`src/common/abt_pkg.sv`:
```
// constants, register layouts and state codes for the converter control block
// assumes one 50 MHz system clock and an 8-bit memory-mapped register port
package abt_pkg;
  localparam logic [15:0] ABT_ADDR_MODE = 16'hFF6C;
  localparam logic [15:0] ABT_ADDR_CHAN = 16'hFF6D;
  localparam logic [15:0] ABT_ADDR_PFAIL_MODE = 16'hFF6E;
  localparam logic [15:0] ABT_ADDR_PFAIL_THR = 16'hFF6F;
  localparam logic [7:0] ABT_MODE_RESET = 8'h00;
  localparam logic [7:0] ABT_CHAN_RESET = 8'h00;
  localparam logic [7:0] ABT_CHAN_WR_MASK = 8'hF7;
  localparam int ABT_CLK_NS = 20;
  localparam int ABT_SETTLE_NS = 1000;
  localparam int ABT_SETTLE_CYC = (ABT_SETTLE_NS + ABT_CLK_NS - 1) / ABT_CLK_NS;
  localparam logic [1:0] ABT_SPEED_STD = 2'h1;
  localparam logic [1:0] ABT_SPEED_FAST = 2'h2;
  // conversion lengths in main clock periods, indexed by time select
  localparam logic [7:0][7:0] ABT_CYC_STD = {8'h38, 8'h70, 8'hA8, 8'hE0, 8'h18, 8'h30, 8'h48, 8'h60};
  localparam logic [3:0][7:0] ABT_CYC_FAST = {8'h12, 8'h24, 8'h36, 8'h48};

  typedef struct packed {
    logic conv_enable;
    logic scan_select;
    logic [2:0] conv_time_sel;
    logic [1:0] conv_speed_sel;
    logic boost_ref_enable;
  } abt_mode_s;

  typedef struct packed {
    logic [1:0] trig_edge_sel;
    logic trig_source_sel;
    logic hw_trig_type;
    logic rsvd;
    logic [2:0] chan_sel;
  } abt_chan_s;

  typedef struct packed {
    logic [15:0] addr;
    logic wr;
    logic rd;
    logic [7:0] wdata;
    logic [7:0] wmask;
  } abt_bus_req_s;

  typedef enum logic [2:0] {
    ABT_ST_IDLE = 3'b001,
    ABT_ST_WAIT = 3'b010,
    ABT_ST_CONV = 3'b100
  } abt_state_e;
endpackage : abt_pkg

```
`src/rtl/abt_ctrl.sv`:
```
// converter control: registers, boost reference sequencing, triggers, channels
// assumes a CPU-side register port with per-bit write mask; wait_o asks the master for one stall cycle
`timescale 1ns/10ps
`default_nettype none
module abt_ctrl #(
  parameter int MAIN_CLK_DIV = 1
) (
  input wire logic sys_clk_i,
  input wire logic rst_i,
  input wire abt_pkg::abt_bus_req_s bus_req_i,
  output logic [7:0] bus_rdata_o,
  output logic bus_wait_o,
  input wire logic ext_trig_pin_i,
  input wire logic timer_trig_event_i,
  output logic boost_gen_on_o,
  output logic ref_settled_o,
  output logic conv_busy_o,
  output logic conv_start_o,
  output logic conv_done_irq_o,
  output logic [1:0] analog_sel_o,
  output logic [7:0] conv_cycles_o,
  output logic cfg_ok_o
);
  import abt_pkg::*;

  ////////////////////////////////////////////////////////////////////////////
  // register port

  abt_mode_s mode;
  abt_chan_s chan;
  abt_mode_s next_mode;
  abt_chan_s next_chan;
  logic mode_wr;
  logic chan_wr;
  logic any_wr;

  always_comb begin
    mode_wr = bus_req_i.wr && (bus_req_i.addr == ABT_ADDR_MODE);
    chan_wr = bus_req_i.wr && (bus_req_i.addr == ABT_ADDR_CHAN);
    any_wr = mode_wr || chan_wr || (bus_req_i.wr && ((bus_req_i.addr == ABT_ADDR_PFAIL_MODE) ||
             (bus_req_i.addr == ABT_ADDR_PFAIL_THR)));
    next_mode = mode;
    next_chan = chan;
    if (mode_wr) begin
      next_mode = (mode & ~bus_req_i.wmask) | (bus_req_i.wdata & bus_req_i.wmask);
    end
    if (chan_wr) begin
      next_chan = ((chan & ~bus_req_i.wmask) | (bus_req_i.wdata & bus_req_i.wmask)) & ABT_CHAN_WR_MASK;
    end
  end

  always_ff @(posedge sys_clk_i or posedge rst_i) begin
    if (rst_i) begin
      mode <= ABT_MODE_RESET;
      chan <= ABT_CHAN_RESET;
    end else begin
      mode <= next_mode;
      chan <= next_chan;
    end
  end

  always_ff @(posedge sys_clk_i or posedge rst_i) begin
    if (rst_i) begin
      bus_rdata_o <= 8'h00;
    end else if (bus_req_i.rd) begin
      if (bus_req_i.addr == ABT_ADDR_MODE) begin
        bus_rdata_o <= mode;
      end else if (bus_req_i.addr == ABT_ADDR_CHAN) begin
        bus_rdata_o <= chan;
      end else begin
        bus_rdata_o <= 8'h00;
      end
    end
  end

  always_ff @(posedge sys_clk_i or posedge rst_i) begin
    if (rst_i) begin
      bus_wait_o <= 1'b0;
    end else begin
      bus_wait_o <= mode_wr || chan_wr;
    end
  end

  ////////////////////////////////////////////////////////////////////////////
  // boost reference generator and settling

  logic [6:0] settle_cnt;

  always_ff @(posedge sys_clk_i or posedge rst_i) begin
    if (rst_i) begin
      boost_gen_on_o <= 1'b0;
    end else begin
      boost_gen_on_o <= next_mode.boost_ref_enable | next_mode.conv_enable;
    end
  end

  always_ff @(posedge sys_clk_i or posedge rst_i) begin
    if (rst_i) begin
      settle_cnt <= 7'h00;
    end else if (!boost_gen_on_o) begin
      settle_cnt <= 7'h00;
    end else if (settle_cnt != 7'(ABT_SETTLE_CYC)) begin
      settle_cnt <= settle_cnt + 7'h01;
    end
  end

  assign ref_settled_o = (settle_cnt == 7'(ABT_SETTLE_CYC));

  ////////////////////////////////////////////////////////////////////////////
  // conversion time decode

  function automatic logic [7:0] cyc_decode(input logic [1:0] speed, input logic [2:0] tsel);
    logic [7:0] r;
    r = 8'h00;
    if (speed == ABT_SPEED_STD) begin
      r = ABT_CYC_STD[tsel];
    end else if (speed == ABT_SPEED_FAST && !tsel[2]) begin
      r = ABT_CYC_FAST[tsel[1:0]];
    end
    return r;
  endfunction : cyc_decode

  logic [7:0] next_cycles;
  logic next_cfg_ok;

  always_comb begin
    next_cycles = cyc_decode(next_mode.conv_speed_sel, next_mode.conv_time_sel);
    next_cfg_ok = (next_cycles != 8'h00) && !next_chan.chan_sel[2];
  end

  always_ff @(posedge sys_clk_i or posedge rst_i) begin
    if (rst_i) begin
      conv_cycles_o <= 8'h00;
      cfg_ok_o <= 1'b0;
    end else begin
      conv_cycles_o <= next_cycles;
      cfg_ok_o <= next_cfg_ok;
    end
  end

  ////////////////////////////////////////////////////////////////////////////
  // trigger sources

  logic main_clk_tick;
  logic ext_hit;

  abt_tick_div #(.DIV(MAIN_CLK_DIV)) u_div (
    .sys_clk_i(sys_clk_i),
    .rst_i(rst_i),
    .tick_o(main_clk_tick)
  );

  abt_edge_det u_edge (
    .sys_clk_i(sys_clk_i),
    .rst_i(rst_i),
    .pin_i(ext_trig_pin_i),
    .enable_i(chan.trig_source_sel && !chan.hw_trig_type),
    .edge_sel_i(chan.trig_edge_sel),
    .hit_o(ext_hit)
  );

  ////////////////////////////////////////////////////////////////////////////
  // sequencing

  abt_state_e state;
  abt_state_e next_state;
  logic start;
  logic done;
  logic fresh;
  logic restart_pend;
  logic trig_hit;
  logic [7:0] cnt;

  always_comb begin
    trig_hit = next_chan.trig_source_sel &&
               (next_chan.hw_trig_type ? timer_trig_event_i : ext_hit);
    fresh = restart_pend;
    start = 1'b0;
    done = 1'b0;
    next_state = state;
    if (!next_mode.conv_enable || !next_cfg_ok) begin
      next_state = ABT_ST_IDLE;
    end else if (any_wr || state == ABT_ST_IDLE) begin
      fresh = 1'b1;
      next_state = next_chan.trig_source_sel ? ABT_ST_WAIT : ABT_ST_CONV;
      start = !next_chan.trig_source_sel;
    end else begin
      case (state)
        ABT_ST_WAIT: begin
          if (trig_hit) begin
            next_state = ABT_ST_CONV;
            start = 1'b1;
          end
        end
        ABT_ST_CONV: begin
          if (main_clk_tick && cnt == 8'h01) begin
            done = 1'b1;
            next_state = next_chan.trig_source_sel ? ABT_ST_WAIT : ABT_ST_CONV;
            start = !next_chan.trig_source_sel;
          end
        end
        default: begin
          next_state = ABT_ST_IDLE;
        end
      endcase
    end
  end

  always_ff @(posedge sys_clk_i or posedge rst_i) begin
    if (rst_i) begin
      state <= ABT_ST_IDLE;
      conv_start_o <= 1'b0;
      conv_done_irq_o <= 1'b0;
    end else begin
      state <= next_state;
      conv_start_o <= start;
      conv_done_irq_o <= done;
    end
  end

  always_ff @(posedge sys_clk_i or posedge rst_i) begin
    if (rst_i) begin
      cnt <= 8'h00;
    end else if (start) begin
      cnt <= next_cycles;
    end else if (state == ABT_ST_CONV && main_clk_tick && cnt != 8'h00) begin
      cnt <= cnt - 8'h01;
    end
  end

  always_ff @(posedge sys_clk_i or posedge rst_i) begin
    if (rst_i) begin
      restart_pend <= 1'b0;
      analog_sel_o <= 2'h0;
    end else begin
      restart_pend <= fresh && !start;
      if (start) begin
        if (!next_mode.scan_select) begin
          analog_sel_o <= next_chan.chan_sel[1:0];
        end else if (fresh || analog_sel_o == next_chan.chan_sel[1:0]) begin
          analog_sel_o <= 2'h0;
        end else begin
          analog_sel_o <= analog_sel_o + 2'h1;
        end
      end
    end
  end

  assign conv_busy_o = (state == ABT_ST_CONV);

  ////////////////////////////////////////////////////////////////////////////
  // checks

  boost_auto_on_a: assert property (@(posedge sys_clk_i) disable iff (rst_i)
    $rose(mode.conv_enable) |-> boost_gen_on_o) else $error("generator not on with enable");
  boost_auto_off_a: assert property (@(posedge sys_clk_i) disable iff (rst_i)
    $fell(mode.conv_enable) && !mode.boost_ref_enable |-> !boost_gen_on_o)
    else $error("generator left on after enable cleared");
  boost_stays_a: assert property (@(posedge sys_clk_i) disable iff (rst_i)
    $fell(mode.conv_enable) && mode.boost_ref_enable |-> boost_gen_on_o)
    else $error("generator dropped while boost set");
  settle_time_a: assert property (@(posedge sys_clk_i) disable iff (rst_i)
    $rose(ref_settled_o) |-> $past(boost_gen_on_o, ABT_SETTLE_CYC) && boost_gen_on_o)
    else $error("reference settled too early");
  stop_idle_a: assert property (@(posedge sys_clk_i) disable iff (rst_i)
    !mode.conv_enable |-> state == ABT_ST_IDLE && !conv_start_o) else $error("activity while disabled");
  time_decode_a: assert property (@(posedge sys_clk_i) disable iff (rst_i)
    mode.conv_speed_sel == 2'b01 && mode.conv_time_sel == 3'b100 |-> conv_cycles_o == 8'hE0)
    else $error("wrong conversion length");
  fast_forbid_a: assert property (@(posedge sys_clk_i) disable iff (rst_i)
    mode.conv_speed_sel == 2'b10 && mode.conv_time_sel[2] |-> !cfg_ok_o) else $error("prohibited time accepted");
  sw_start_a: assert property (@(posedge sys_clk_i) disable iff (rst_i)
    $rose(mode.conv_enable) && !chan.trig_source_sel && cfg_ok_o |-> conv_start_o)
    else $error("software start missing");
  hw_wait_a: assert property (@(posedge sys_clk_i) disable iff (rst_i)
    state == ABT_ST_WAIT |-> chan.trig_source_sel) else $error("waiting in software mode");
  trig_cause_a: assert property (@(posedge sys_clk_i) disable iff (rst_i)
    conv_start_o && $past(state == ABT_ST_WAIT) && !$past(any_wr) |->
    $past(chan.hw_trig_type ? timer_trig_event_i : ext_hit)) else $error("start without trigger");
  repeat_conv_a: assert property (@(posedge sys_clk_i) disable iff (rst_i)
    conv_done_irq_o && !chan.trig_source_sel |-> conv_start_o) else $error("no back to back restart");
  abort_conv_a: assert property (@(posedge sys_clk_i) disable iff (rst_i)
    any_wr && state == ABT_ST_CONV |=> !conv_done_irq_o) else $error("conversion not aborted");
  wait_cycle_a: assert property (@(posedge sys_clk_i) disable iff (rst_i)
    mode_wr || chan_wr |=> bus_wait_o) else $error("no wait cycle after write");
  select_chan_a: assert property (@(posedge sys_clk_i) disable iff (rst_i)
    conv_start_o && !mode.scan_select |-> analog_sel_o == chan.chan_sel[1:0])
    else $error("wrong channel in select mode");
  scan_range_a: assert property (@(posedge sys_clk_i) disable iff (rst_i)
    conv_start_o && mode.scan_select |-> analog_sel_o <= chan.chan_sel[1:0])
    else $error("scan channel beyond range");
  ext_gate_a: assert property (@(posedge sys_clk_i) disable iff (rst_i)
    !chan.trig_source_sel || chan.hw_trig_type |-> !ext_hit) else $error("pin edge not gated");
  settle_clear_a: assert property (@(posedge sys_clk_i) disable iff (rst_i)
    !boost_gen_on_o |=> !ref_settled_o) else $error("settled while generator off");
  stop_power_a: assert property (@(posedge sys_clk_i) disable iff (rst_i)
    !mode.conv_enable && !mode.boost_ref_enable |-> !boost_gen_on_o) else $error("generator on while stopped");
  abort_restart_a: assert property (@(posedge sys_clk_i) disable iff (rst_i)
    any_wr && state == ABT_ST_CONV && next_mode.conv_enable && next_cfg_ok && !next_chan.trig_source_sel |=>
    conv_start_o && conv_busy_o) else $error("no restart after abort");
endmodule : abt_ctrl
`default_nettype wire

```
`src/rtl/abt_tick_div.sv`:
```
// enable pulse generator for the converter main clock rate
// assumes a free-running system clock
`timescale 1ns/10ps
`default_nettype none
module abt_tick_div #(
  parameter int DIV = 1
) (
  input wire logic sys_clk_i,
  input wire logic rst_i,
  output logic tick_o
);
  logic [15:0] cnt;

  always_ff @(posedge sys_clk_i or posedge rst_i) begin
    if (rst_i) begin
      cnt <= 16'h0000;
      tick_o <= 1'b0;
    end else if (cnt >= 16'(DIV - 1)) begin
      cnt <= 16'h0000;
      tick_o <= 1'b1;
    end else begin
      cnt <= cnt + 16'h0001;
      tick_o <= 1'b0;
    end
  end
endmodule : abt_tick_div
`default_nettype wire

```
`src/rtl/abt_edge_det.sv`:
```
// synchroniser and selectable edge detector for the external trigger pin
// assumes the pin is asynchronous to the system clock
`timescale 1ns/10ps
`default_nettype none
module abt_edge_det (
  input wire logic sys_clk_i,
  input wire logic rst_i,
  input wire logic pin_i,
  input wire logic enable_i,
  input wire logic [1:0] edge_sel_i,
  output logic hit_o
);
  logic sync_a;
  logic sync_b;
  logic prev;

  always_ff @(posedge sys_clk_i or posedge rst_i) begin
    if (rst_i) begin
      sync_a <= 1'b0;
      sync_b <= 1'b0;
      prev <= 1'b0;
    end else begin
      sync_a <= pin_i;
      sync_b <= sync_a;
      prev <= sync_b;
    end
  end

  assign hit_o = enable_i & ((edge_sel_i[1] & sync_b & ~prev) | (edge_sel_i[0] & ~sync_b & prev));

  pulse_single_a: assert property (@(posedge sys_clk_i) disable iff (rst_i)
    hit_o |=> !hit_o) else $error("trigger hit longer than one cycle");
endmodule : abt_edge_det
`default_nettype wire

```
`config.mk`:
```
export PLATFORM = sky130hd
export DESIGN_NAME = abt_ctrl
export DESIGN_NICKNAME = d
export VERILOG_FILES = /design/src/common/abt_pkg.sv /design/src/rtl/abt_ctrl.sv /design/src/rtl/abt_tick_div.sv /design/src/rtl/abt_edge_det.sv
export SDC_FILE = /design/constraint.sdc
export NUM_CORES = 1
export LEC_CHECK = 0
export ABC_CLOCK_PERIOD_IN_PS = 4100
export CELL_PAD_IN_SITES_DETAIL_PLACEMENT = 1
export CELL_PAD_IN_SITES_GLOBAL_PLACEMENT = 1
export CORE_MARGIN = 2
export CORE_UTILIZATION = 48
export CTS_CLUSTER_DIAMETER = 150
export DETAILED_ROUTE_END_ITERATION = 7
export DONT_BUFFER_PORTS = 1
export PLACE_DENSITY_LB_ADDON = 0.1
export SYNTH_ARGS = -nofsm -noshare
export SYNTH_HDL_FRONTEND = slang
export SYNTH_HIERARCHICAL = 1
export SYNTH_SLANG_ARGS = --single-unit
```
`constraint.sdc`:
```
create_clock -name sys_clk_i -period 4.1 [get_ports sys_clk_i]
set_clock_uncertainty 0.2 [all_clocks]
set_input_delay 0.41 -clock sys_clk_i [delete_from_list [all_inputs] [get_ports sys_clk_i]]
set_output_delay 0.41 -clock sys_clk_i [all_outputs]
set_load 0.1 [all_outputs]
```
==> metrics.txt, run 1 <==
non-filler instance count after layout=between 300 and 400; Worst R2R End=cnt[4]$_DFFE_PP0P_; share of cells above drive strength 1=0.1656; Syn Inst Count=~290; Die W=around 83 microns; first-pass GRT wire length=approximately 12000 microns; combinational share of power=0.028; WL per Instance=between 15 and 20 microns; Post-synth EDFFs=0; Setup TNS=0 ns; Max Clock Freq=around 0.31 GHz; Nets=between 300 and 400; Initial Util=0.5015; DP Cell Count=roughly 360; P_leak=1.483 nW; hold endpoint=bus_rdata_o[7]$_DFFE_PP0P_; period utilisation layout=0.7959; MaxCap Viol Count=0; placer congestion estimate=a little under 0.8; Yosys warnings=6; post-route antenna net violation count=0; WP buf/inv=0; Netlist cell types=66; largest area contributor in the netlist=dfrtp_1; top-count cell post-synth=dfrtp_1; Crit Path Category=reg2reg; Netlist Area Pre-Place=0.003004 sq mm; drt pass-1 iters=4; estimated wirelength of the detail-placed design=between 5000 and 6000 microns; register share of total power=0.524; RSZ-0062 raised after global routing=no; Top delay family on crit path=compound AO/OA/AOI/OAI gates; worst-case clock buffer depth=2; Worst Max-Slew Pin Slew=between 1 and 1.5 ns; Root Buffer=clkbuf_8; max-slew violations=0; vias in the first global route=between 2k and 2.5k; CTS tree=yes; Via Count=between 2k and 2.5k; CP Data Required Time=between 4 and 5 ns; Die Span Y=83.11 microns; Critical Path AT=3.29 ns; Internal Power=~0.90 mW; Clock Sinks=60; maximum vdd ir drop=0.2151 mV; HP Class=in2reg; via density per instance=5.723; DIE AREA=slightly below 0.007 sq mm; r2r setup slk=0.84 ns; post-synthesis sequential area ratio=0.5002; hold wc startpoint=bus_req_i[16]; initial antenna violation count=0; Switching Share=0.2576; n_diodes=0; core area=~0.0060 sq mm; num rows=28; clock latency reported for the late side of the worst-skew pair=~0.35 ns; critical path startpoint category=register; I/O Pins=63; slowest stage delay, CP=between 0.5 and 0.6 ns; total gr overflow=0; pin count of the biggest net entering global routing=33; total chip power=roughly 1.2 mW; GRT Overall Usage=0.2222; DR top layer=met4; clock transition at the registers of the reported paths=approximately 0.070 ns; Final Setup Violations=0; syn nets=about 330; met2 routed WL=3410 microns; Mean Syn Cell Area=between 10 and 15 sq um; Clock Power Share=0.448; H-tree depth=3; status=complete, no violations; critical path peak fanout=13; DR WL met3=386 microns; pwr/cell area=362.9 mW/mm^2; drt total wl=a little over 7000 microns; crit end category=register; Setup WS pre-CTS=0.6771 ns; area grow syn2layout=11.62%; reg2reg start=cnt[2]$_DFFE_PP0P_; ranking of synthesized cells by area=dfrtp_1, xnor2_1, mux2_2; DRC viols=0; Iter 0 DRT Violations=77; Hold Fails Final Rpt=0; final setup margin=approximately 0.84 ns; Port Buffers=0; worst-path cell chain=or4_1 > or2_1 > o41a_1 > o21ai_0 > a2bb2oi_1 > a211oi_4 > mux2_2; FFs w/ async S/R, synth=1.000; final worst path period need=approximately 3.3 ns; net switching power figure=0.3134 mW; synth cell count leaders=dfrtp_1, nand2_1, inv_1, nor2_1; cts bufs inserted=9; Yosys reg bits=60; Core Util, Final=0.5597; Synth top area share=0.4915; Hold Path Depth=2; Post-CTS Setup Repair Bufs=0; worst r2r path cells=7; Met1 Routed Length=~3300 microns; slew margin rel.=0.3119; CP max stage cell=or4_1; ys flop type=dfrtp_1
## state kept, by name (all words and copies together) (netlist names), 2 cells and up, named ones only
| register | flops |
|---|---|
| cnt | 8 |
| conv_cycles_o | 7 |
| chan | 5 |
| bus_rdata_o | 8 |
| mode | 8 |
| settle_cnt | 7 |
| analog_sel_o | 2 |
| state | 3 |
## routing by layer
metal	up-vias	GRT usage
met3	11	0.07356
li1	1045	-
met4	0	0.07303
met5	-	0
met2	53	0.3519
met1	1083	0.2887
## timing repair
item | in CTS | in global routing
hold endpoints to repair | 39 | 0
resized for setup | 0 | 0
hold buffers | 5 | 0
## power by group through the flow
stage          logic, mW  registers, mW  clock network (mW)
2_1_floorplan     0.0272          0.648                   0
3_3_place_gp      0.0293          0.649                   0
3_5_place_dp      0.0302          0.649                   0
4_1_cts           0.0354          0.638               0.554
5_1_grt           0.0391          0.638               0.582
6_report          0.0343          0.638               0.545
## worst max-delay path by stage
stage	depth (start not counted)	startpoint	endpoint	slack (ns)
finish	7	cnt[2]$_DFFE_PP0P_	cnt[4]$_DFFE_PP0P_	0.84
global route	8	cnt[2]$_DFFE_PP0P_	analog_sel_o[0]$_DFFE_PP0P_	0.57
global placement	7	bus_req_i[25]	cnt[4]$_DFFE_PP0P_	0.79
CTS	7	cnt[2]$_DFFE_PP0P_	cnt[4]$_DFFE_PP0P_	0.82
floorplan	6	state[1]$_DFFE_PP0P_	cnt[5]$_DFFE_PP0P_	0.88
detailed placement	7	bus_req_i[25]	cnt[4]$_DFFE_PP0P_	0.68
## final cells by class
cell class / count / area [sq um]
clock buffers: 10 / 137.6
clock inverters: 6 / 63.81
fillers: 656 / 2638
inverters: 20 / 75.07
multi-input cells: 202 / 1393
flip-flops and latches: 60 / 1503
well taps: 75 / 93.84
repair buffers: 10 / 87.58
## through the flow
step	hold WS (ns)	instance area [sq um]
after floorplan	-0.06129	3009
after global placement	-0.05341	3102
after detailed placement	-0.05529	3102
after CTS	0.01545	3353
after global routing	0.01391	3353
final	0.01658	3353
## cell families after synthesis
group,count (synthesis),share of synthesized area
flops,60,0.5002
compound gates,57,0.1312
buf+inv,27,0.03998
fa+ha+maj,4,0.01666
xor+xnor,17,0.04956
simple gates,109,0.2099
mux,13,0.04998
other cells,2,0.002500
## cells in the final DEF (no fill, tap or decap), drive strengths merged, types with 4 or more instances in the layout
master	instances
a21oi	12
nor3	5
nand4	7
or2	4
buf	5
nor4	6
xor2	5
nand2	24
clkbuf	10
and2	8
xnor2	12
nand3	12
a31oi	5
mux2	10
a22oi	7
nand2b	5
nor2	20
dfrtp	59
dlygate4sd3	5
o21ai	12
ha	4
inv	20
No activity file was read; power rests on OpenSTA's default activity.
==> inputs of run 2 (changes only) <==
Settings changed: ABC_AREA set to 1, ABC_CLOCK_PERIOD_IN_PS 4100 to 3300, CORE_UTILIZATION 48 to 46.
Clock period 4.1 ns to 3.3 ns, I/O delays scaled along.
==> run 2 against run 1 <==
Against the previous run: wire length increased by 16%; cell area is 7.3% higher; synthesized cell count rose by 44%; total power grew 35%; clock power up 12%; sequential power is 33% higher; utilization fell by 2.7 points; critical path type is now in2reg.
==> metrics.txt, run 2 <==
status=complete, no violations; total gr overflow=0; Netlist cell types=37; Crit Path Category=in2reg; estimated wirelength of the detail-placed design=between 6000 and 7000 microns; Switching Share=0.2931; GRT met1 Usage=0.3174; PostCTS Resize Cnt=0; global route hottest layer=met2; M2 GR Usage=0.3857; final worst path period need=about 2.5 ns; I/O Pins=63; Hold Fails Final Rpt=0; H-tree depth=3; Internal Power=roughly 1.2 mW; Netlist Area Pre-Place=0.003201 sq mm; clock latency reported for the late side of the worst-skew pair=roughly 0.34 ns; Die Span Y=roughly 90 microns; Die W=87.42 microns; CTS tree=yes; WL per Instance=15.95 microns; synth cell count leaders=nand2_1, inv_1, dfrtp_1; critical path peak fanout=15; RSZ-0062 raised after global routing=no; total chip power=~1.6 mW; Nets=479; pin count of the biggest net entering global routing=33; first-pass GRT wire length=about 14000 microns; hold endpoint=mode[6]$_DFF_PP0_; Setup TNS=0 ns; pwr/cell area=roughly 460 mW/mm^2; period utilisation layout=0.7716; post-synthesis sequential area ratio=0.4695; register share of total power=0.518; GRT Overall Usage=0.2375; commonest non-fill, non-tap cells in the layout=nand2_1, inv_1, dfrtp_1, nor2_1, nand3_1; net switching power figure=about 0.48 mW; combinational share of power=0.112; ranking of synthesized cells by area=dfrtp_1, nand2_1, inv_1; P_leak=roughly 1.9 nW; Synth top area share=0.4613; Worst Max-Slew Pin Slew=slightly above 0.9 ns; biggest regs=bus_rdata_o: 8 flops, cnt: 8 flops, mode: 8 flops; post-route antenna net violation count=0; Filler cells=between 800 and 900; hold wc startpoint=bus_req_i[6]; max-slew violations=0; DIE AREA=approximately 0.0076 sq mm; reg2reg start=mode[4]$_DFF_PP0_; Via Count=between 2k and 3k; slew margin rel.=0.3944; final setup margin=0.7536 ns; placer congestion estimate=just over 0.8; n_diodes=0; Final Setup Violations=0; Syn Inst Count=approximately 420; Critical Path AT=around 2.6 ns; Root Buffer=clkbuf_8; num rows=30; Mean Syn Cell Area=7.694 sq um; HP Class=in2reg; Clock Sinks=60; via density per instance=approximately 5.3; area grow syn2layout=12.43%; Initial Util=0.4737; largest area contributor in the netlist=dfrtp_1; Port Buffers=0; Clock Power Share=0.371; MaxCap Viol Count=0; commonest non-fill, non-tap cell in the layout=nand2_1; worst-case clock buffer depth=2; grt met3 use=0.04265; FFs w/ async S/R, synth=1.000; drt total wl=8326 microns; vias in the first global route=between 2k and 3k; initial antenna violation count=0; core area=a little under 0.007 sq mm; worst r2r path cells=15; r2r setup slk=between 0.8 and 0.9 ns; clock transition at the registers of the reported paths=around 0.07 ns; top-count cell post-synth=nand2_1; CP Data Required Time=between 3 and 4 ns; DRC viols=0; crit end category=register; Worst R2R End=cnt[1]$_DFFE_PP0P_; maximum vdd ir drop=0.2116 mV; Setup WS pre-CTS=0.4600 ns; drt pass-1 iters=4; Yosys reg bits=60; Yosys warnings=6; Iter 0 DRT Violations=about 90; syn nets=458; cts bufs inserted=9; share of cells above drive strength 1=0.1176; critical path startpoint category=input pin; ys flop type=dfrtp_1; Post-synth EDFFs=0; Max Clock Freq=roughly 0.39 GHz; Hold Path Depth=2
run 2: changes by cell type after synthesis, sizes merged, moves of 10 or more:
cell,delta
nand2,+103
nor2,+16
xnor2,-10
inv,+49
nand3,+18
mux2,-10
run 2: worst max-delay path by stage:
stage / startpoint / to
after floorplan: state[0]$_DFFE_PP1P_ / cnt[3]$_DFFE_PP0P_
final: bus_req_i[17] / cnt[1]$_DFFE_PP0P_
after CTS: bus_req_i[17] / cnt[1]$_DFFE_PP0P_
after global routing: bus_req_i[32] / cnt[7]$_DFFE_PP0P_
after global placement: bus_req_i[31] / cnt[6]$_DFFE_PP0P_
after detailed placement: bus_req_i[32] / cnt[2]$_DFFE_PP0P_
run 2: layer usage:
layer	routed length, microns	share of wire	vias up
met5	0	0	-
met4	135	0.016	0
met3	307	0.037	9
met2	3953	0.47	60
met1	3929	0.47	1323
li1	-	-	1352
run 2: repair_timing:
item                                    CTS  global route
hold endpoints to repair                 42             0
endpoints found under the setup margin    0             0
setup buffers                             0             0
hold buffers                             10             0
run 2: cell families (layout without fill, tap and decap cells):
logic type      after synthesis  after routing  synth area share
simple gates                214            214            0.2995
buf+inv                      78            104            0.1012
flops                        60             60            0.4695
compound gates               52             52           0.09539
xor+xnor                      6              6           0.01642
fa+ha+maj                     4              4           0.01564
other cells                   2              2          0.002346
run 2: area by class of cell:
class	count	area, sq um	share of cell area
clock buffers	12	155.1	0.04312
clock inverters	4	23.77	0.006606
inverters	71	267.8	0.07441
multi-input cells	278	1396	0.3880
flip-flops and latches	60	1503	0.4176
well taps	80	100.1	0.02782
repair buffers	17	152.6	0.04242
run 2: stage by stage:
step | util | cells | area, sq um | hold WS [ns]
after detailed placement | 0.4913 | 496 | 3319 | -0.1364
final | 0.5326 | 522 | 3598 | 0.01704
after CTS | 0.5326 | 522 | 3598 | 0.002762
after global routing | 0.5326 | 522 | 3598 | 0.01375
after floorplan | - | 416 | 3211 | -0.1413
after global placement | 0.4913 | 496 | 3319 | -0.1383
run 2: worst max-delay path: stages:
cell           delay [ns]
dlygate4sd3_1        0.57
nand3_1              0.13
nand3_1              0.12
inv_1                0.16
nand2_1              0.16
o21ai_0              0.24
o21ai_2              0.11
nand4_4              0.20
clkinv_1             0.28
nand2_1              0.16
o211ai_1             0.10
run 2: power groups by stage:
stage	sequential (mW)	clock, mW	combinational (mW)
3_3_place_gp	0.856	0	0.165
2_1_floorplan	0.847	0	0.141
6_report	0.849	0.609	0.183
3_5_place_dp	0.862	0	0.174
5_1_grt	0.853	0.663	0.216
4_1_cts	0.847	0.624	0.187
